==> config.mk <==
export PLATFORM = sky130hd
export DESIGN_NAME = bprs_sequencer
export DESIGN_NICKNAME = d
export VERILOG_FILES = /design/src/rtl/bprs_pkg.sv /design/src/rtl/bprs_reset_if.sv /design/src/rtl/bprs_reset_unit.sv /design/src/rtl/bprs_sequencer.sv
export VERILOG_INCLUDE_DIRS = /design/src /design/src/rtl
export SDC_FILE = /design/constraint.sdc
export NUM_CORES = 1
export LEC_CHECK = 0
export ABC_AREA = 0
export BUFFER_PORTS_ARGS = -buffer_cell sky130_fd_sc_hd__buf_2
export CORE_ASPECT_RATIO = 1.1
export CORE_MARGIN = 2
export CORE_UTILIZATION = 53
export DETAILED_ROUTE_END_ITERATION = 6
export PLACE_DENSITY = 0.74
export SYNTH_ARGS = -nofsm -noshare
export SYNTH_HDL_FRONTEND = slang
export SYNTH_SLANG_ARGS = --single-unit
==> constraint.sdc <==
create_clock -name I_REF_CLK -period 2.15 [get_ports I_REF_CLK]
set_clock_uncertainty 0.1 [all_clocks]
set_input_delay 0.1075 -clock I_REF_CLK [delete_from_list [all_inputs] [get_ports I_REF_CLK]]
set_output_delay 0.1075 -clock I_REF_CLK [all_outputs]
set_load 0.02 [all_outputs]
==> src/rtl/bprs_defines.svh <==
// timing counts, counter widths and board and socket counts for the board power and reset sequencer
`ifndef BPRS_DEFINES_SVH
`define BPRS_DEFINES_SVH

// reference clock rate in Hz
`define BPRS_CLK_HZ          10000000
// delay from clock enable to sequence complete, in ms
`define BPRS_DONE_DELAY_MS   200
// same delay as a count of reference clock cycles
`define BPRS_DONE_DELAY_CYC  ((`BPRS_CLK_HZ / 1000) * `BPRS_DONE_DELAY_MS)
// width of the completion delay counter
`define BPRS_CNT_W           22
// number of board presence interlocks: riser, front panel, storage
`define BPRS_NUM_BOARDS      3
// number of processor sockets
`define BPRS_NUM_CPUS        2
// length of a generated reset pulse, in cycles
`define BPRS_RST_PULSE_CYC   16
`define BPRS_RST_CNT_W       5

`endif

==> src/rtl/bprs_pkg.sv <==
// types shared by the board power and reset sequencer
package bprs_pkg;

  // power sequence steps
  typedef enum logic [3:0] {
    ST_OFF,
    ST_SUPPLY_WAIT,
    ST_RAIL_1V5,
    ST_RAIL_1V2_1V8,
    ST_CPU_POD,
    ST_RAIL_2V5_3V3,
    ST_RAIL_1V25,
    ST_CLOCK_WAIT,
    ST_DONE
  } bprs_state_t;

endpackage

==> src/rtl/bprs_reset_if.sv <==
// reset request and reset output signals between sequencer and reset unit
`timescale 1ns/1ps
interface bprs_reset_if;
  logic power_good;    // sequence complete, level
  logic hard_req;      // hard reset request, pulse
  logic cpu_only_req;  // processor-only hard reset request, pulse
  logic local_req;     // local warm reset request, pulse
  logic binit_req;     // bus-init seen, pulse
  logic soft_req;      // soft reset request, pulse
  logic cpu_rst;       // processors in reset
  logic node_rst;      // node controller in reset
  logic node_cfg_rst;  // node controller configuration cleared
  logic mem_rst;       // memory bus and repeater hub in reset
  logic io_rst;        // io subsystem in reset
  logic lpc_rst;       // north side low-pin-count parts in reset
  logic init_drv;      // drive processor bus init
  logic local_only;    // only local memory reachable

  modport seq (output power_good, hard_req, cpu_only_req, local_req,
               binit_req, soft_req,
               input  cpu_rst, node_rst, node_cfg_rst, mem_rst, io_rst,
               lpc_rst, init_drv, local_only);
  modport rst (input  power_good, hard_req, cpu_only_req, local_req,
               binit_req, soft_req,
               output cpu_rst, node_rst, node_cfg_rst, mem_rst, io_rst,
               lpc_rst, init_drv, local_only);
endinterface

==> src/rtl/bprs_reset_unit.sv <==
// reset distribution: turns reset requests into timed reset pulses
`timescale 1ns/1ps
`include "bprs_defines.svh"
module bprs_reset_unit (
  input  wire logic i_clk,
  input  wire logic i_rstn,
  bprs_reset_if.rst rif
);

  // ------------------------------------------------------------
  // pulse timers, one per reset class
  // ------------------------------------------------------------
  // index: 0 power-good, 1 hard, 2 cpu only, 3 local, 4 binit, 5 soft
  localparam int NR = 6;
  logic [NR-1:0] req;
  logic [NR-1:0] act;
  logic          pg_q;        // previous power-good level
  logic          local_q;     // local memory only after bus init
  wire           pg_rise = rif.power_good & ~pg_q;

  assign req = {rif.soft_req, rif.binit_req, rif.local_req,
                rif.cpu_only_req, rif.hard_req, pg_rise};

  genvar g;
  generate
    for (g = 0; g < NR; g++) begin : g_tmr
      logic [`BPRS_RST_CNT_W-1:0] cnt_q;
      // a new request restarts the pulse so it is never cut short
      always_ff @(posedge i_clk) begin
        if (!i_rstn) begin
          cnt_q <= '0;
        end else if (req[g]) begin
          cnt_q <= `BPRS_RST_CNT_W'(`BPRS_RST_PULSE_CYC);
        end else if (cnt_q != '0) begin
          cnt_q <= cnt_q - 1'b1;
        end
      end
      assign act[g] = (cnt_q != '0);
    end
  endgenerate

  // ------------------------------------------------------------
  // history of power-good and bus init
  // ------------------------------------------------------------
  always_ff @(posedge i_clk) begin
    if (!i_rstn) begin
      pg_q    <= 1'b0;
      local_q <= 1'b0;
    end else begin
      pg_q <= rif.power_good;
      // a full reset restores remote access
      if (rif.binit_req) begin
        local_q <= 1'b1;
      end else if (act[0] | act[1]) begin
        local_q <= 1'b0;
      end
    end
  end

  // ------------------------------------------------------------
  // fan out of each reset class to its targets
  // ------------------------------------------------------------
  assign rif.cpu_rst      = act[0] | act[1] | act[2] | act[3];
  assign rif.node_cfg_rst = act[0];
  assign rif.node_rst     = act[0] | act[1] | act[4];
  assign rif.mem_rst      = act[1] | act[3];
  assign rif.io_rst       = act[1];
  assign rif.lpc_rst      = act[3];
  assign rif.init_drv     = act[5];
  assign rif.local_only   = local_q;

endmodule

==> src/rtl/bprs_sequencer.sv <==
// board power-up sequencer with reset distribution
`timescale 1ns/1ps
`include "bprs_defines.svh"
// Operation
// - supply on only when cpu one and interlocks ok
// - interlocks: cpu1, no lone cpu2, three boards
// - main 3.3 V switch stays open until stage
// - power ok: enable 1.5 V, move standby source
// - 1.5 V good enables 1.2 V and 1.8 V
// - both good enable pods and 1.3 V
// - wait for every present pod good
// - then enable 2.5 V and 3.3 V switch
// - 2.5 V and 3.3 V good enable 1.25 V
// - 1.25 V good enables system clocks
// - done output low 200 ms after clocks
// - 1.3 V disable high means enabled
// - each power on gives power good reset
// - hard reset input resets cpus, node, memory, io
// - save bits plus command reset cpus only
// - local reset bit gives warm reset
// - bus init resets node controller only
// - soft reset drives processor bus init
module bprs_sequencer #(
  parameter int DONE_DELAY_CYC = `BPRS_DONE_DELAY_CYC
) (
  input  wire logic                        I_REF_CLK,
  input  wire logic                        I_RSTN,
  input  wire logic                        i_power_on_request_n,
  input  wire logic [`BPRS_NUM_CPUS-1:0]   i_cpu_present_n,
  input  wire logic [`BPRS_NUM_BOARDS-1:0] i_board_present_n,
  input  wire logic                        i_bay_power_ok,
  input  wire logic                        i_rail_1v5_good,
  input  wire logic                        i_rail_1v2_good,
  input  wire logic                        i_rail_1v8_good,
  input  wire logic [`BPRS_NUM_CPUS-1:0]   i_cpu_pod_good,
  input  wire logic                        i_rail_2v5_good,
  input  wire logic                        i_main_3v3_good,
  input  wire logic                        i_rail_1v25_good,
  input  wire logic                        i_hard_reset_in_n,
  input  wire logic                        i_save_config_bit,
  input  wire logic                        i_save_memory_bit,
  input  wire logic                        i_reset_cmd_bit,
  input  wire logic                        i_local_reset_bit,
  input  wire logic                        i_bus_init_n,
  input  wire logic                        i_soft_reset_bit,
  input  wire logic                        i_io_soft_event,
  output logic                             o_supply_on_n,
  output logic                             o_standby_src_main,
  output logic                             o_rail_1v5_en,
  output logic                             o_rail_1v2_en,
  output logic                             o_rail_1v8_en,
  output logic [`BPRS_NUM_CPUS-1:0]        o_cpu_pod_en,
  output logic                             o_rail_1v3_disable,
  output logic                             o_rail_2v5_en,
  output logic                             o_main_3v3_switch_en_n,
  output logic                             o_rail_1v25_en,
  output logic                             o_system_clock_en,
  output logic                             o_sequence_done_n,
  output logic                             o_cpu_reset,
  output logic                             o_node_reset,
  output logic                             o_node_cfg_clear,
  output logic                             o_mem_reset,
  output logic                             o_io_reset,
  output logic                             o_lpc_reset,
  output logic                             o_bus_init_drive,
  output logic                             o_local_mem_only
);

  // ------------------------------------------------------------
  // input synchronisers
  // ------------------------------------------------------------
  // pins from other boards or supplies get two flops each; i_io_soft_event is used unsynchronised
  localparam int NS = 22;
  logic [NS-1:0] pin_raw;
  logic [NS-1:0] meta_q;   // first stage, read only by sync_q
  logic [NS-1:0] sync_q;   // second stage, safe to use

  assign pin_raw = {i_power_on_request_n, i_cpu_present_n,
                    i_board_present_n, i_bay_power_ok, i_rail_1v5_good,
                    i_rail_1v2_good, i_rail_1v8_good, i_cpu_pod_good,
                    i_rail_2v5_good, i_main_3v3_good, i_rail_1v25_good,
                    i_hard_reset_in_n, i_save_config_bit,
                    i_save_memory_bit, i_reset_cmd_bit,
                    i_local_reset_bit, i_bus_init_n, i_soft_reset_bit};

  // two stage synchroniser for every pin except i_io_soft_event
  always_ff @(posedge I_REF_CLK) begin
    if (!I_RSTN) begin
      // idle pin levels, so no edge detector sees a false edge
      meta_q <= 22'h3f0042;
      sync_q <= 22'h3f0042;
    end else begin
      meta_q <= pin_raw;
      sync_q <= meta_q;
    end
  end

  // named views of the synchronised pins and of the raw i_io_soft_event
  wire                        s_req_n    = sync_q[21];
  wire [`BPRS_NUM_CPUS-1:0]   s_cpu_n    = sync_q[20:19];
  wire [`BPRS_NUM_BOARDS-1:0] s_board_n  = sync_q[18:16];
  wire                        s_pwok     = sync_q[15];
  wire                        s_1v5      = sync_q[14];
  wire                        s_1v2      = sync_q[13];
  wire                        s_1v8      = sync_q[12];
  wire [`BPRS_NUM_CPUS-1:0]   s_pod      = sync_q[11:10];
  wire                        s_2v5      = sync_q[9];
  wire                        s_3v3      = sync_q[8];
  wire                        s_1v25     = sync_q[7];
  wire                        s_hard_n   = sync_q[6];
  wire                        s_save_config_bit   = sync_q[5];
  wire                        s_save_memory_bit   = sync_q[4];
  wire                        s_rcmd     = sync_q[3];
  wire                        s_local    = sync_q[2];
  wire                        s_binit_n  = sync_q[1];
  wire                        s_soft     = sync_q[0];
  wire                        s_io_soft  = i_io_soft_event;

  // ------------------------------------------------------------
  // interlock and pod qualification
  // ------------------------------------------------------------
  wire cpu1_ok     = ~s_cpu_n[0];
  wire cpu2_ok     = s_cpu_n[1] | ~s_cpu_n[0];
  wire boards_ok   = ~|s_board_n;
  wire interlock_ok = cpu1_ok & cpu2_ok & boards_ok;
  // absent sockets count as good so one cpu boards still advance
  wire pods_ok     = &(s_pod | s_cpu_n);
  wire request     = ~s_req_n;

  // ------------------------------------------------------------
  // sequence state machine
  // ------------------------------------------------------------
  bprs_pkg::bprs_state_t state_q;
  bprs_pkg::bprs_state_t state_d;
  logic [`BPRS_CNT_W-1:0] dly_q;       // completion delay counter
  wire                    dly_end = (dly_q >= `BPRS_CNT_W'(DONE_DELAY_CYC - 1));

  // next step; dropping the request powers down, a lost power ok returns to ST_SUPPLY_WAIT
  always_comb begin
    state_d = state_q;
    if (!request) begin
      state_d = bprs_pkg::ST_OFF;
    end else begin
      case (state_q)
        bprs_pkg::ST_OFF: begin
          if (interlock_ok) state_d = bprs_pkg::ST_SUPPLY_WAIT;
        end
        bprs_pkg::ST_SUPPLY_WAIT: begin
          if (s_pwok) state_d = bprs_pkg::ST_RAIL_1V5;
        end
        bprs_pkg::ST_RAIL_1V5: begin
          if (s_1v5) state_d = bprs_pkg::ST_RAIL_1V2_1V8;
        end
        bprs_pkg::ST_RAIL_1V2_1V8: begin
          if (s_1v2 && s_1v8) state_d = bprs_pkg::ST_CPU_POD;
        end
        bprs_pkg::ST_CPU_POD: begin
          if (pods_ok) state_d = bprs_pkg::ST_RAIL_2V5_3V3;
        end
        bprs_pkg::ST_RAIL_2V5_3V3: begin
          if (s_2v5 && s_3v3) state_d = bprs_pkg::ST_RAIL_1V25;
        end
        bprs_pkg::ST_RAIL_1V25: begin
          if (s_1v25) state_d = bprs_pkg::ST_CLOCK_WAIT;
        end
        bprs_pkg::ST_CLOCK_WAIT: begin
          if (dly_end) state_d = bprs_pkg::ST_DONE;
        end
        bprs_pkg::ST_DONE: begin
          state_d = bprs_pkg::ST_DONE;
        end
        default: begin
          state_d = bprs_pkg::ST_OFF;
        end
      endcase
      // losing main power after supplies came on restarts the sequence
      if (state_q > bprs_pkg::ST_SUPPLY_WAIT && !s_pwok) begin
        state_d = bprs_pkg::ST_SUPPLY_WAIT;
      end
    end
  end

  // state register and the clock-to-done delay counter
  always_ff @(posedge I_REF_CLK) begin
    if (!I_RSTN) begin
      state_q <= bprs_pkg::ST_OFF;
      dly_q   <= '0;
    end else begin
      state_q <= state_d;
      if (state_q == bprs_pkg::ST_CLOCK_WAIT && !dly_end) begin
        dly_q <= dly_q + 1'b1;
      end else if (state_q != bprs_pkg::ST_CLOCK_WAIT) begin
        dly_q <= '0;
      end
    end
  end

  // ------------------------------------------------------------
  // stage decode for the enable outputs
  // ------------------------------------------------------------
  wire at_supply = (state_d >= bprs_pkg::ST_SUPPLY_WAIT);
  wire at_1v5    = (state_d >= bprs_pkg::ST_RAIL_1V5);
  wire at_1v2    = (state_d >= bprs_pkg::ST_RAIL_1V2_1V8);
  wire at_pod    = (state_d >= bprs_pkg::ST_CPU_POD);
  wire at_2v5    = (state_d >= bprs_pkg::ST_RAIL_2V5_3V3);
  wire at_1v25   = (state_d >= bprs_pkg::ST_RAIL_1V25);
  wire at_clk    = (state_d >= bprs_pkg::ST_CLOCK_WAIT);
  wire at_done   = (state_d == bprs_pkg::ST_DONE);

  // ------------------------------------------------------------
  // reset request edges
  // ------------------------------------------------------------
  logic hard_q, cpu_cmd_q, local_q, binit_q, soft_q;
  wire  cpu_cmd = s_save_config_bit & s_save_memory_bit & s_rcmd;
  wire  soft_any = s_soft | s_io_soft;

  bprs_reset_if rif ();

  // taken from the next state so the pulse meets the held reset gap free
  assign rif.power_good   = at_done;
  assign rif.hard_req     = ~s_hard_n & hard_q;
  assign rif.cpu_only_req = cpu_cmd & ~cpu_cmd_q;
  assign rif.local_req    = s_local & ~local_q;
  assign rif.binit_req    = ~s_binit_n & binit_q;
  assign rif.soft_req     = soft_any & ~soft_q;

  // previous levels for the request edge detectors
  always_ff @(posedge I_REF_CLK) begin
    if (!I_RSTN) begin
      hard_q    <= 1'b1;
      cpu_cmd_q <= 1'b0;
      local_q   <= 1'b0;
      binit_q   <= 1'b1;
      soft_q    <= 1'b0;
    end else begin
      hard_q    <= s_hard_n;
      cpu_cmd_q <= cpu_cmd;
      local_q   <= s_local;
      binit_q   <= s_binit_n;
      soft_q    <= soft_any;
    end
  end

  bprs_reset_unit u_reset (
    .i_clk  (I_REF_CLK),
    .i_rstn (I_RSTN),
    .rif    (rif)
  );

  // ------------------------------------------------------------
  // output registers
  // ------------------------------------------------------------
  // every output is a flop; power outputs default to the safe off level
  always_ff @(posedge I_REF_CLK) begin
    if (!I_RSTN) begin
      o_supply_on_n          <= 1'b1;
      o_standby_src_main     <= 1'b0;
      o_rail_1v5_en          <= 1'b0;
      o_rail_1v2_en          <= 1'b0;
      o_rail_1v8_en          <= 1'b0;
      o_cpu_pod_en           <= '0;
      o_rail_1v3_disable     <= 1'b0;
      o_rail_2v5_en          <= 1'b0;
      o_main_3v3_switch_en_n <= 1'b1;
      o_rail_1v25_en         <= 1'b0;
      o_system_clock_en      <= 1'b0;
      o_sequence_done_n      <= 1'b1;
    end else begin
      o_supply_on_n          <= ~at_supply;
      o_standby_src_main     <= at_1v5;
      o_rail_1v5_en          <= at_1v5;
      o_rail_1v2_en          <= at_1v2;
      o_rail_1v8_en          <= at_1v2;
      // only fitted processors get pod power
      o_cpu_pod_en           <= at_pod ? ~s_cpu_n : '0;
      // high level keeps 1.3 V running, low shuts it off
      o_rail_1v3_disable     <= at_pod;
      o_rail_2v5_en          <= at_2v5;
      o_main_3v3_switch_en_n <= ~at_2v5;
      o_rail_1v25_en         <= at_1v25;
      o_system_clock_en      <= at_clk;
      o_sequence_done_n      <= ~at_done;
    end
  end

  // reset fan-out registered to the pins
  always_ff @(posedge I_REF_CLK) begin
    if (!I_RSTN) begin
      o_cpu_reset      <= 1'b1;
      o_node_reset     <= 1'b1;
      o_node_cfg_clear <= 1'b1;
      o_mem_reset      <= 1'b1;
      o_io_reset       <= 1'b1;
      o_lpc_reset      <= 1'b1;
      o_bus_init_drive <= 1'b0;
      o_local_mem_only <= 1'b0;
    end else begin
      // hold cpu, node, config, memory, io and lpc resets until the sequence is complete
      o_cpu_reset      <= rif.cpu_rst | o_sequence_done_n;
      o_node_reset     <= rif.node_rst | o_sequence_done_n;
      o_node_cfg_clear <= rif.node_cfg_rst | o_sequence_done_n;
      o_mem_reset      <= rif.mem_rst | o_sequence_done_n;
      o_io_reset       <= rif.io_rst | o_sequence_done_n;
      o_lpc_reset      <= rif.lpc_rst | o_sequence_done_n;
      o_bus_init_drive <= rif.init_drv;
      o_local_mem_only <= rif.local_only;
    end
  end

endmodule

Yosys cells after proc, flatten, opt, wreduce, memory -nomap -nowiden:

Index checks and enable logic that the tools add are counted.

* register bits after elaboration: 126
* output and inout port bits: 21
* word-level logic and storage cells: 161

* add/subtract/negate cells: 7
* order comparisons: 9
* equality and inequality tests: 10
* mux-type cells: 27
* bitwise operators: 36
* reductions and logical operators: 31

Operators with widths (number)
* 5-bit 2-to-1 mux: 12
* 22-bit 2-to-1 mux: 2
* 4-bit 2-to-1 mux: 10
* 4-bit one-hot mux with 9 select lines: 1
* 5-bit nonzero test: 6
* 5-bit by 1-bit subtractor with 5-bit output, second input constant: 6
* 22-bit by 1-bit adder with 22-bit output, second input constant: 1
* 22-bit by 21-bit >= comparator with 1-bit output, second input constant: 1
* 4-bit by 3-bit equality test with 1-bit output, second input constant: 4
* 4-bit by 3-bit >= comparator with 1-bit output, second input constant: 4
* 2-bit nonzero test: 8
* 1-bit bitwise OR: 13
* 2-bit OR reduction: 6
* 1-bit inverter: 11
* 1-bit AND: 10
* 4-bit by 2-bit equality test with 1-bit output, second input constant: 2
* 4-bit equality test, second input constant: 2
* 4-bit by 2-bit >= comparator with 1-bit output, second input constant: 2
* 4-bit by 1-bit equality test with 1-bit output, second input constant: 1
* 4-bit by 1-bit >= comparator with 1-bit output, second input constant: 1
* 4-bit by 1-bit greater-than comparator with 1-bit output, second input constant: 1
* 1-bit logical AND: 4
* 4-bit zero test: 1
* 4-bit by 3-bit != test with 1-bit output, second input constant: 1
* other kinds (6): 10

Depth between registers and ports, before layout:

Gate-level depths: netlist of the first run.

* word-level depth: 11
* mapped depth: 9

Hierarchy:

From an unflattened synthesis of the first run, not the netlist that was laid out.

* cell total of the unflattened synthesis: 491
* area total of the unflattened synthesis: 4782.1 um^2

Modules (own cells, without submodules)
* bprs_sequencer: times used 1, cells each 338, area an instance 3369.5 um^2
* bprs_reset_unit: times used 1, cells each 153, area an instance 1412.6 um^2

Worst setup path before layout of the first run:

Ideal clock, no wire load.

* kind: register to register
* start: register dly_q[0]
* end: register o_system_clock_en
* data arrival time: 1.905 ns
* setup slack: 0.029 ns
* cell stages (with the launch flop): 9
* buffers on the path: 1
* cells stage by stage: dfxtp_1 > ha_1 > buf_2 > nand3_1 > nor4_1 > a41oi_2 > nand4b_2 > nand4_4 > a31o_1

* cells in the longest elaborated chain, start to end: 6

Ends and longest elaborated chain
* start, declared: RTL line bprs_sequencer.sv:135 `` logic [`BPRS_CNT_W-1:0] dly_q; ``
* start signal, assigned: RTL line bprs_sequencer.sv:191 `dly_q <= dly_q + 1'b1;`
* 22-bit by 21-bit >= comparator with 1-bit output: RTL line bprs_sequencer.sv:136 `` wire dly_end = (dly_q >= `BPRS_CNT_W'(DONE_DELAY_CYC - 1)); ``
* 4-bit 2-to-1 mux: RTL line bprs_sequencer.sv:167 `if (dly_end) state_d = bprs_pkg::ST_DONE;`
* 4-bit one-hot mux with 9 select lines: RTL line bprs_sequencer.sv:144 `case (state_q)`
* 4-bit 2-to-1 mux: RTL line bprs_sequencer.sv:177 `if (state_q > bprs_pkg::ST_SUPPLY_WAIT && !s_pwok) begin`
* 4-bit 2-to-1 mux: RTL line bprs_sequencer.sv:141 `if (!request) begin`
* 4-bit by 3-bit >= comparator with 1-bit output: RTL line bprs_sequencer.sv:207 `wire at_clk = (state_d >= bprs_pkg::ST_CLOCK_WAIT);`
* end signal, assigned: RTL line bprs_sequencer.sv:281 `o_system_clock_en <= at_clk;`
* end, declared: RTL line bprs_sequencer.sv:57 `output logic o_system_clock_en,`

Every way passes these cells.
A chain may end at the register's enable or synchronous reset.

Final worst setup path of the first run:

* start: register dly_q[12]
* end: register dly_q[6]

* cells in the longest elaborated chain, start to end: 4
* elaborated cells between the ends (all ways): 5
* classes of those cells: 1 x order compare; 1 x mux; 3 x reduce/logical

Ends and longest elaborated chain
* 22-bit by 21-bit >= comparator with 1-bit output (*): RTL line bprs_sequencer.sv:136
* 1-bit zero test (*): RTL line bprs_sequencer.sv:190 `if (state_q == bprs_pkg::ST_CLOCK_WAIT && !dly_end) begin`
* 1-bit logical AND (*): RTL line bprs_sequencer.sv:190
* 22-bit 2-to-1 mux or 2-bit nonzero test (tied branches)

Every way passes the cells marked *; elsewhere a longest branch is shown, timed or not.

==> run metrics, run 1 <==
endpoints failing setup 0; Cells after DPL ~670; final hold viol count 0; Clock Latency Late Sink roughly 0.51 ns; worst-margin pin slew approximately 0.45 ns; Routability Congestion 0.8303; Reg clk slew, reported paths approximately 0.060 ns; crit share post-route 0.9693; gr usage total 0.2143; commonest cells after routing, fill and taps aside dfxtp_1, nor2_1, buf_2, and2_1, nand2_1; CP startpoint dly_q[12]; core area 8874 um^2; Setup crit end kind register; I/O pin count 46; initial antenna violation count 0; max cap viols 0; Die Ht 104.3 um; FF-to-FF setup slack 0.07 ns; Crit path arrival time around 2.4 ns; WL/cell between 10 and 15 um; Finished Core Util 0.6806; remaining global-route overflow 0; DRT met1 WL about 4300 um; # diodes 0; DRT Wirelength around 10000 um; met3 WL approximately 400 um; via count around 3.7k; Req. time, crit path between 2 and 2.5 ns; Cell Rows 36; CTS tree done; reg2reg path depth 6; synth warn 0; post-synthesis sequential area ratio 0.5201; syn_nets around 550; Synth cell types 54; Syn Area/Cell about 9.4 um^2; RSZ-0062 raised after global routing true; Routed met2 length 5212 um; Port Buf Inserts 45; maximum vdd drop 0.6543 mV; number of global-route vias before repair ~3.7k; crit path max fanout 5; Max H-tree Level 4; Crit Path Class register to register; Final Non-Filler Cells around 730; Reg2Reg Launch Point dly_q[12]; Worst Hold Class input pin to register; Cells after Synth approximately 520; ANT nets after route 0; Initial Util 0.5465; Root Buffer clkbuf_8; DP HPWL ~6500 um; Startpoint Class register; Final min period around 2.1 ns; DIE AREA between 9000 and 10000 um^2; clock tree buffer depth 2; Static Leak 0.002386 uW; starting DRC count in detailed routing around 140; Synth Register Bits ~130; reg-to-reg endpoint dly_q[6]; Worst setup endpoint dly_q[6]; nets ~640; area delta synth->final 24.54%; Num Clock Sinks between 100 and 150; Max Slew Vio Count 0; Vias per Instance between 5 and 6; largest net degree at the start of global routing 28; share of post-route cells with drive strength above 1 0.1879; first-pass GRT wire length ~17000 um; first-pass iteration count of the detailed router 4; Die X ~95 um; DRC Markers 0; power density cells 1124 nW/um^2; max frequency approximately 480 MHz; highest metal used met4; TritonCTS Buffers 17; max_slew headroom 0.6963; most common cell after layout, fill and taps aside dfxtp_1; Syn Std Cell Area between 4000 and 5000 um^2; outcome complete, no violations
==> power breakdown <==
part | switching, uW | total [uW] | internal [uW] | leakage, uW
registers | 190 | 2800 | 2620 | 0.00103
logic | 793 | 1540 | 747 | 0.00111
clock network | 1040 | 2440 | 1400 | 0.000242
total | 2020 | 6790 | 4760 | 0.00239
==> routing by layer <==
layer	track usage	vias up
li1	-	1894
met1	0.2457	1746
met2	0.3712	88
met3	0.05725	21
met4	0.08592	0
met5	0	-
==> cells in the mapped netlist, drive strengths merged <==
cell | count | area (um^2)
nand4b | 2 | 23.77
dfxtp | 126 | 2522
o21ai | 10 | 50.05
o211ai | 1 | 7.510
and3 | 3 | 18.77
a22oi | 1 | 7.510
a21oi | 24 | 120.1
o22ai | 2 | 12.51
a211oi | 6 | 50.05
a41o | 1 | 10.01
clkbuf | 14 | 52.55
o31ai | 1 | 7.510
mux2i | 1 | 10.01
nand4 | 17 | 142.6
nand3b | 2 | 15.01
o31a | 1 | 8.760
a21o | 2 | 15.01
or4 | 3 | 26.27
nor2b | 2 | 12.51
a31o | 1 | 8.760
nor4 | 6 | 37.54
nor2 | 63 | 244.0
nor3b | 2 | 15.01
o21a | 1 | 7.510
nand2b | 23 | 143.9
or3 | 3 | 18.77
and4 | 1 | 8.760
a311oi | 1 | 15.01
xor2 | 13 | 113.9
ha | 12 | 150.1
nor3 | 22 | 110.1
or2 | 3 | 18.77
inv | 25 | 93.84
buf | 6 | 41.28
nand3 | 11 | 60.06
o32ai | 1 | 16.27
xnor2 | 21 | 183.9
a41oi | 1 | 16.27
nand2 | 35 | 131.4
and2 | 40 | 250.2
a211o | 2 | 18.77
nor4b | 3 | 32.53
==> sequential cells by signal, summed over array words and instances (netlist names), 2 cells and up <==
register	cells
u_reset.g_tmr.cnt_q	30
sync_q	22
state_q	4
meta_q	22
dly_q	22
o_cpu_pod_en	2
==> worst min path at each step <==
stage | from | end | slack, ns | cells past startpoint
6_report | i_cpu_present_n[0] | meta_q[19] | 0.22 | 3
4_1_cts | i_board_present_n[2] | meta_q[18] | 0.19 | 3
2_1_floorplan | i_board_present_n[0] | meta_q[16] | 0.11 | 1
5_1_grt | i_bus_init_n | meta_q[1] | 0.21 | 3
3_3_place_gp | i_board_present_n[0] | meta_q[16] | 0.19 | 2
3_5_place_dp | i_board_present_n[2] | meta_q[18] | 0.19 | 2
==> area by class of cell <==
cell class,instances,area [um^2]
Fill cell,666,2834
Sequential cell,126,2524
Multi-Input combinational cell,344,2171
Timing Repair Buffer,87,600.6
Clock buffer,17,414.1
Tap cell,114,142.6
Clock inverter,13,93.84
Inverter,25,93.84
==> critical path: stages, from the launching register on <==
cell	delay [ns]
dfxtp_2	0.34
or4_4	0.55
nor2_4	0.15
a211oi_1	0.12
or4_1	0.51
xnor2_1	0.15
nor2_1	0.05
==> cells by family after synthesis <==
family / after synthesis / share of synthesized area
flops: 126 / 0.5201
mux: 1 / 0.002064
compound gates: 56 / 0.07663
fa+ha+maj: 12 / 0.03096
xor+xnor: 34 / 0.06140
simple gates: 241 / 0.2701
buf+inv: 45 / 0.03870
==> metrics by stage <==
step	TNS, ns	worst slack (ns)	hold slack [ns]	area (um^2)	total power [uW]
5_1_grt	-0.04030	-0.02062	0.2059	6040	7163
2_1_floorplan	0	0.02919	0.1090	4850	3983
3_3_place_gp	0	0.1259	0.1892	5251	4236
3_5_place_dp	0	0.04278	0.1921	5251	4335
6_report	0	0.06592	0.2156	6040	6788
4_1_cts	0	0.01867	0.1942	6000	6808
==> repair_timing <==
item	CTS	global route
setup endpoints to repair	0	26
hold buffers	24	0
setup buffers	0	1
endpoints found under the hold margin	43	0
gates resized for setup	0	7
(Power assumes the default switching activity.)
==> inputs of run 2 (changes only) <==
--- a/config.mk
+++ b/config.mk
@@ -10,9 +10,10 @@
 export BUFFER_PORTS_ARGS = -buffer_cell sky130_fd_sc_hd__buf_2
 export CORE_ASPECT_RATIO = 1.1
 export CORE_MARGIN = 2
-export CORE_UTILIZATION = 53
+export CORE_UTILIZATION = 50
 export DETAILED_ROUTE_END_ITERATION = 6
-export PLACE_DENSITY = 0.74
+export PLACE_DENSITY = 0.71
+export SKIP_LAST_GASP = 1
 export SYNTH_ARGS = -nofsm -noshare
 export SYNTH_HDL_FRONTEND = slang
 export SYNTH_SLANG_ARGS = --single-unit
==> run metrics, run 2 (synthesis gave the netlist of run 1 again) <==
DRC Markers 0 (unchanged); nets 646 (+1.3%); Reg clk slew, reported paths 0.06 ns (about the same); Final min period 2.151 ns (+0.06669 ns); clock tree buffer depth 2 (unchanged); Fill cells 715 (+7.4%); area delta synth->final 28.25%; maximum vdd drop 0.7002 mV (+7.0%); Worst Hold Class input pin to register; initial antenna violation count 0 (unchanged); dpl ws 0.06376 ns (+0.02098 ns); Root Buffer clkbuf_8; I/O pin count 46 (unchanged); gr usage total 0.1910 (-0.02329); DRT Wirelength 9667 um (-3.7%); Startpoint Class register; largest net degree at the start of global routing 44 (+57%); crit path max fanout 5 (unchanged); crit share post-route 1.000 (+0.03102); Req. time, crit path 2.45 ns (about the same); Final Non-Filler Cells 739 (+1.8%); Crit path arrival time 2.45 ns (+0.08 ns); RSZ-0062 raised after global routing true; via count 3719 (-0.80%); Storage cell area 2525 um^2 (about the same); met2 Track Usage GR 0.3234 (-0.04784); first-pass GRT wire length 16020 um (-3.9%); GR peak layer met2; failing checks setup timing; CTS tree done; Max H-tree Level 4 (unchanged); Port Buf Inserts 45 (unchanged); Most flops, register u_reset.g_tmr.cnt_q; remaining global-route overflow 0 (unchanged); number of global-route vias before repair 3553 (-5.2%); DP HPWL 6195 um (-4.1%); Setup WS post-layout -0.0007720 ns (-0.06669 ns); Initial Util 0.5160 (-0.03049); FF-to-FF setup slack -0.0008 ns (-0.07 ns); max cap viols 0 (unchanged); Cell Rows 37 (+2.8%); Max Slew Vio Count 0 (unchanged); Finished Core Util 0.6618 (-0.01880); Num Clock Sinks 126 (unchanged); first-pass iteration count of the detailed router 4 (unchanged); Crit Path Class register to register; Setup crit end kind register; GRT met1 Usage 0.2260 (-0.01970); Routability Congestion 0.8533 (+2.8%); DIE AREA 10500 um^2 (+5.8%); core area 9398 um^2 (+5.9%); max_slew headroom 0.6812 (-0.01509); power density cells 1153 nW/um^2 (+2.6%); Die Ht 107.3 um (+2.8%); Vias per Instance 5.032 (-2.5%); TritonCTS Buffers 17 (unchanged); Clock Latency Late Sink 0.51 ns (about the same); met3 usage 0.04545 (-0.01179); Static Leak 0.002457 uW (+3.0%); commonest cells after routing, fill and taps aside dfxtp_1, nor2_1, buf_2, and2_1, nand2_1; # diodes 0 (unchanged); Cells after DPL 673 (+0.30%); most common cell after layout, fill and taps aside dfxtp_1; ANT nets after route 0 (unchanged); Die X 97.90 um (+2.8%); final hold viol count 0 (unchanged); endpoints failing setup 1 (+1); outcome complete, but fails checks; share of post-route cells with drive strength above 1 0.1897 (+0.001802); multi-input logic area 2173 um^2 (+0.12%); starting DRC count in detailed routing 195 (+37%); reg2reg path depth 6 (unchanged); max frequency 464.9 MHz (-3.1%); Worst Hold Depth 3 (unchanged); worst-margin pin slew 0.4769 ns (+0.02772 ns); max reg flops 30 (unchanged); WL/cell 13.08 um (-5.4%)
==> run 2: power by group <==
group / total, uW / switching [uW] / internal [uW]
logic: 1500 / 756 / 743
registers: 2810 / 195 / 2620
clock network: 2860 / 1030 / 1830
total: 7170 / 1980 / 5190
==> run 2: path summary, 6_finish.rpt <==
kind                end                  from
max            dly_q[6]             dly_q[12]
min          meta_q[21]  i_power_on_request_n
max reg2reg    dly_q[6]             dly_q[12]
min reg2reg  sync_q[19]            meta_q[19]
==> run 2: worst max-delay path, stage by stage, from the launching register on <==
cell	delay, ns
dfxtp_2	0.34
or4_4	0.55
nor2_4	0.20
a211oi_2	0.12
or4_1	0.51
xnor2_1	0.16
nor2_1	0.06
==> run 2: final cells by class <==
cell class	instances	share of cell area
Clock inverter	12	0.02595
Inverter	25	0.01509
Timing Repair Buffer	95	0.1084
Clock buffer	20	0.07162
Tap cell	117	0.02354
Sequential cell	126	0.4060
Multi-Input combinational cell	344	0.3494
==> run 2: what timing repair did <==
action,CTS,global route
setup endpoints to repair,0,24
hold buffers,29,0
endpoints found under the hold margin,45,0
buffers inserted,0,4
resized for setup,0,8
==> run 2: stage by stage <==
| stage | TNS (ns) | instance area [um^2] | hold WS [ns] | power [uW] |
|---|---|---|---|---|
| global placement | 0 | 5248 | 0.1878 | 4226 |
| global route | -0.08925 | 6220 | 0.2261 | 7579 |
| detailed placement | 0 | 5248 | 0.1932 | 4303 |
| finish | -0.0007720 | 6220 | 0.2161 | 7172 |
| CTS | 0 | 6145 | 0.1925 | 7220 |
| floorplan | 0 | 4850 | 0.1090 | 3983 |
==> run 2: metal layers <==
| layer | part of all wire | vias to the layer above |
|---|---|---|
| met5 | 0 | - |
| met4 | 0.013 | 0 |
| met3 | 0.033 | 9 |
| met2 | 0.51 | 68 |
| met1 | 0.45 | 1732 |
| li1 | - | 1910 |
==> inputs of run 3 (changes only) <==
--- a/config.mk
+++ b/config.mk
@@ -10,10 +10,10 @@
 export BUFFER_PORTS_ARGS = -buffer_cell sky130_fd_sc_hd__buf_2
 export CORE_ASPECT_RATIO = 1.1
 export CORE_MARGIN = 2
-export CORE_UTILIZATION = 50
+export CORE_UTILIZATION = 41
 export DETAILED_ROUTE_END_ITERATION = 6
-export PLACE_DENSITY = 0.71
 export SKIP_LAST_GASP = 1
+export SLEW_MARGIN = 20
 export SYNTH_ARGS = -nofsm -noshare
 export SYNTH_HDL_FRONTEND = slang
 export SYNTH_SLANG_ARGS = --single-unit
==> run metrics, run 3 (synthesis gave the netlist of run 1 again) <==
worst-margin pin slew 0.5549 ns (+0.07800 ns); Die X 107.7 um (+10%); Initial Util 0.4220 (-0.09400); Final min period 2.077 ns (-0.07404 ns); Most flops, register u_reset.g_tmr.cnt_q; outcome complete, no violations; Max stage delay on crit path 0.36 ns (-0.19 ns); Startpoint Class register; largest net degree at the start of global routing 53 (+20%); Routability Congestion 0.8657 (+1.5%); number of global-route vias before repair 3483 (-2.0%); met3 WL 295 um (-6.9%); max cap viols 0 (unchanged); DRT Wirelength 9287 um (-3.9%); DRT met1 WL 4232 um (-2.6%); initial antenna violation count 0 (unchanged); Vias per Instance 4.748 (-5.7%); commonest cells after routing, fill and taps aside dfxtp_1, nor2_1, buf_2, and2_1, nand2_1; max_slew headroom 0.6269 (-0.05433); Clock Latency Late Sink 0.41 ns (-0.10 ns); Max Slew Vio Count 0 (unchanged); Crit Path Class register to register; Routed met2 length 4637 um (-5.0%); Max H-tree Level 4 (unchanged); Reg clk slew, reported paths 0.05 ns (about the same); TritonCTS Buffers 17 (unchanged); Num Clock Sinks 126 (unchanged); I/O pin count 46 (unchanged); remaining global-route overflow 0 (unchanged); CTS tree done; DP HPWL 6416 um (+3.6%); DIE AREA 12720 um^2 (+21%); most common cell after layout, fill and taps aside dfxtp_1; dpl ws 0.03442 ns (-0.02933 ns); Setup WS post-layout 0.07327 ns (+0.07404 ns); nets 644 (-0.31%); RSZ-0062 raised after global routing true; Port Buf Inserts 45 (unchanged); max frequency 481.5 MHz (+3.6%); setup total negative slack 0 ns (+0.0007720 ns); endpoints failing setup 0 (-1); placed cell areas 5319 um^2 (+1.4%); crit share post-route 0.9659 (-0.03444); area delta synth->final 28.07%; post-route cell area 6211 um^2 (-0.14%); first-pass GRT wire length 15860 um (-1.0%); CP Cell Sequence ha_1 -> nand3_1 -> nor4_1 -> buf_4 -> a41oi_2 -> buf_6 -> nand4_4 -> or3_1 -> a21oi_1; final hold viol count 0 (unchanged); maximum vdd drop 0.5670 mV (-19%); Root Buffer clkbuf_16; via count 3651 (-1.8%); power density cells 1149 nW/um^2 (-0.37%); crit path max fanout 15 (+10); # diodes 0 (unchanged); share of post-route cells with drive strength above 1 0.1858 (-0.003927); starting DRC count in detailed routing 151 (-23%); highest metal used met4; core area 11490 um^2 (+22%); Static Leak 0.002448 uW (-0.36%); Crit path arrival time 2.31 ns (-0.14 ns); Slowest cell on crit path or3_1; DRC Markers 0 (unchanged); worst hold slack 0.3087 ns (+0.09266 ns); Req. time, crit path 2.38 ns (-0.07 ns); max reg flops 30 (unchanged); gr usage total 0.1569 (-0.03413); clock tree buffer depth 2 (unchanged); Worst Hold Class register to register; Die Ht 118.1 um (+10%); Setup crit end kind register; WL/cell 12.08 um (-7.7%); first-pass iteration count of the detailed router 4 (unchanged); ANT nets after route 0 (unchanged); Cell Rows 41 (+11%)
==> run 3: final cells by class <==
class                           instances  area (um^2)
Clock inverter                         11        142.6
Tap cell                              150        187.7
Clock buffer                           20        446.7
Sequential cell                       126         2524
Inverter                               25        93.84
Multi-Input combinational cell        344         2162
Fill cell                            1042         5280
Timing Repair Buffer                   93        654.4
==> run 3: timing repair <==
item	CTS	global route
endpoints found under the hold margin	29	0
hold buffers	26	0
setup endpoints to repair	0	20
buffers inserted	0	2
gates resized for setup	0	7
==> run 3: final timing paths <==
path	start	to	slack (ns)	cells after the start
setup / recovery	dly_q[0]	dly_q[20]	0.07	9
hold / removal	meta_q[18]	sync_q[18]	0.31	1
setup reg to reg	dly_q[0]	dly_q[20]	0.07	9
hold reg to reg	meta_q[18]	sync_q[18]	0.31	1
==> run 3: power breakdown <==
part	leakage (uW)	switching [uW]	total (uW)	internal, uW
registers	0.00103	186	2800	2620
clock network	0.000274	985	2820	1840
logic	0.00114	771	1510	741
total	0.00245	1940	7140	5190
==> run 3: per-layer routing <==
metal,GRT usage,vias to the layer above
met3,0.04707,9
li1,-,1906
met4,0.06811,0
met5,0,-
met2,0.2539,55
met1,0.1914,1681
==> run 3: worst max-delay path, delay by kind of cell (launching register included) <==
kind,cells,cell delay [ns]
AOI/OAI and AO/OA,2,0.38
buffers and inverters,2,0.36
DFF,1,0.33
adders and majority gates,1,0.21
and+or+nand+nor,4,0.62
==> run 3: metrics by stage <==
step	power [uW]	utilization	std cells
finish	7135	0.5405	769
global route	7559	0.5405	769
CTS	7201	0.5368	767
detailed placement	4324	0.4629	710
global placement	4249	0.4629	710
floorplan	3983	-	515
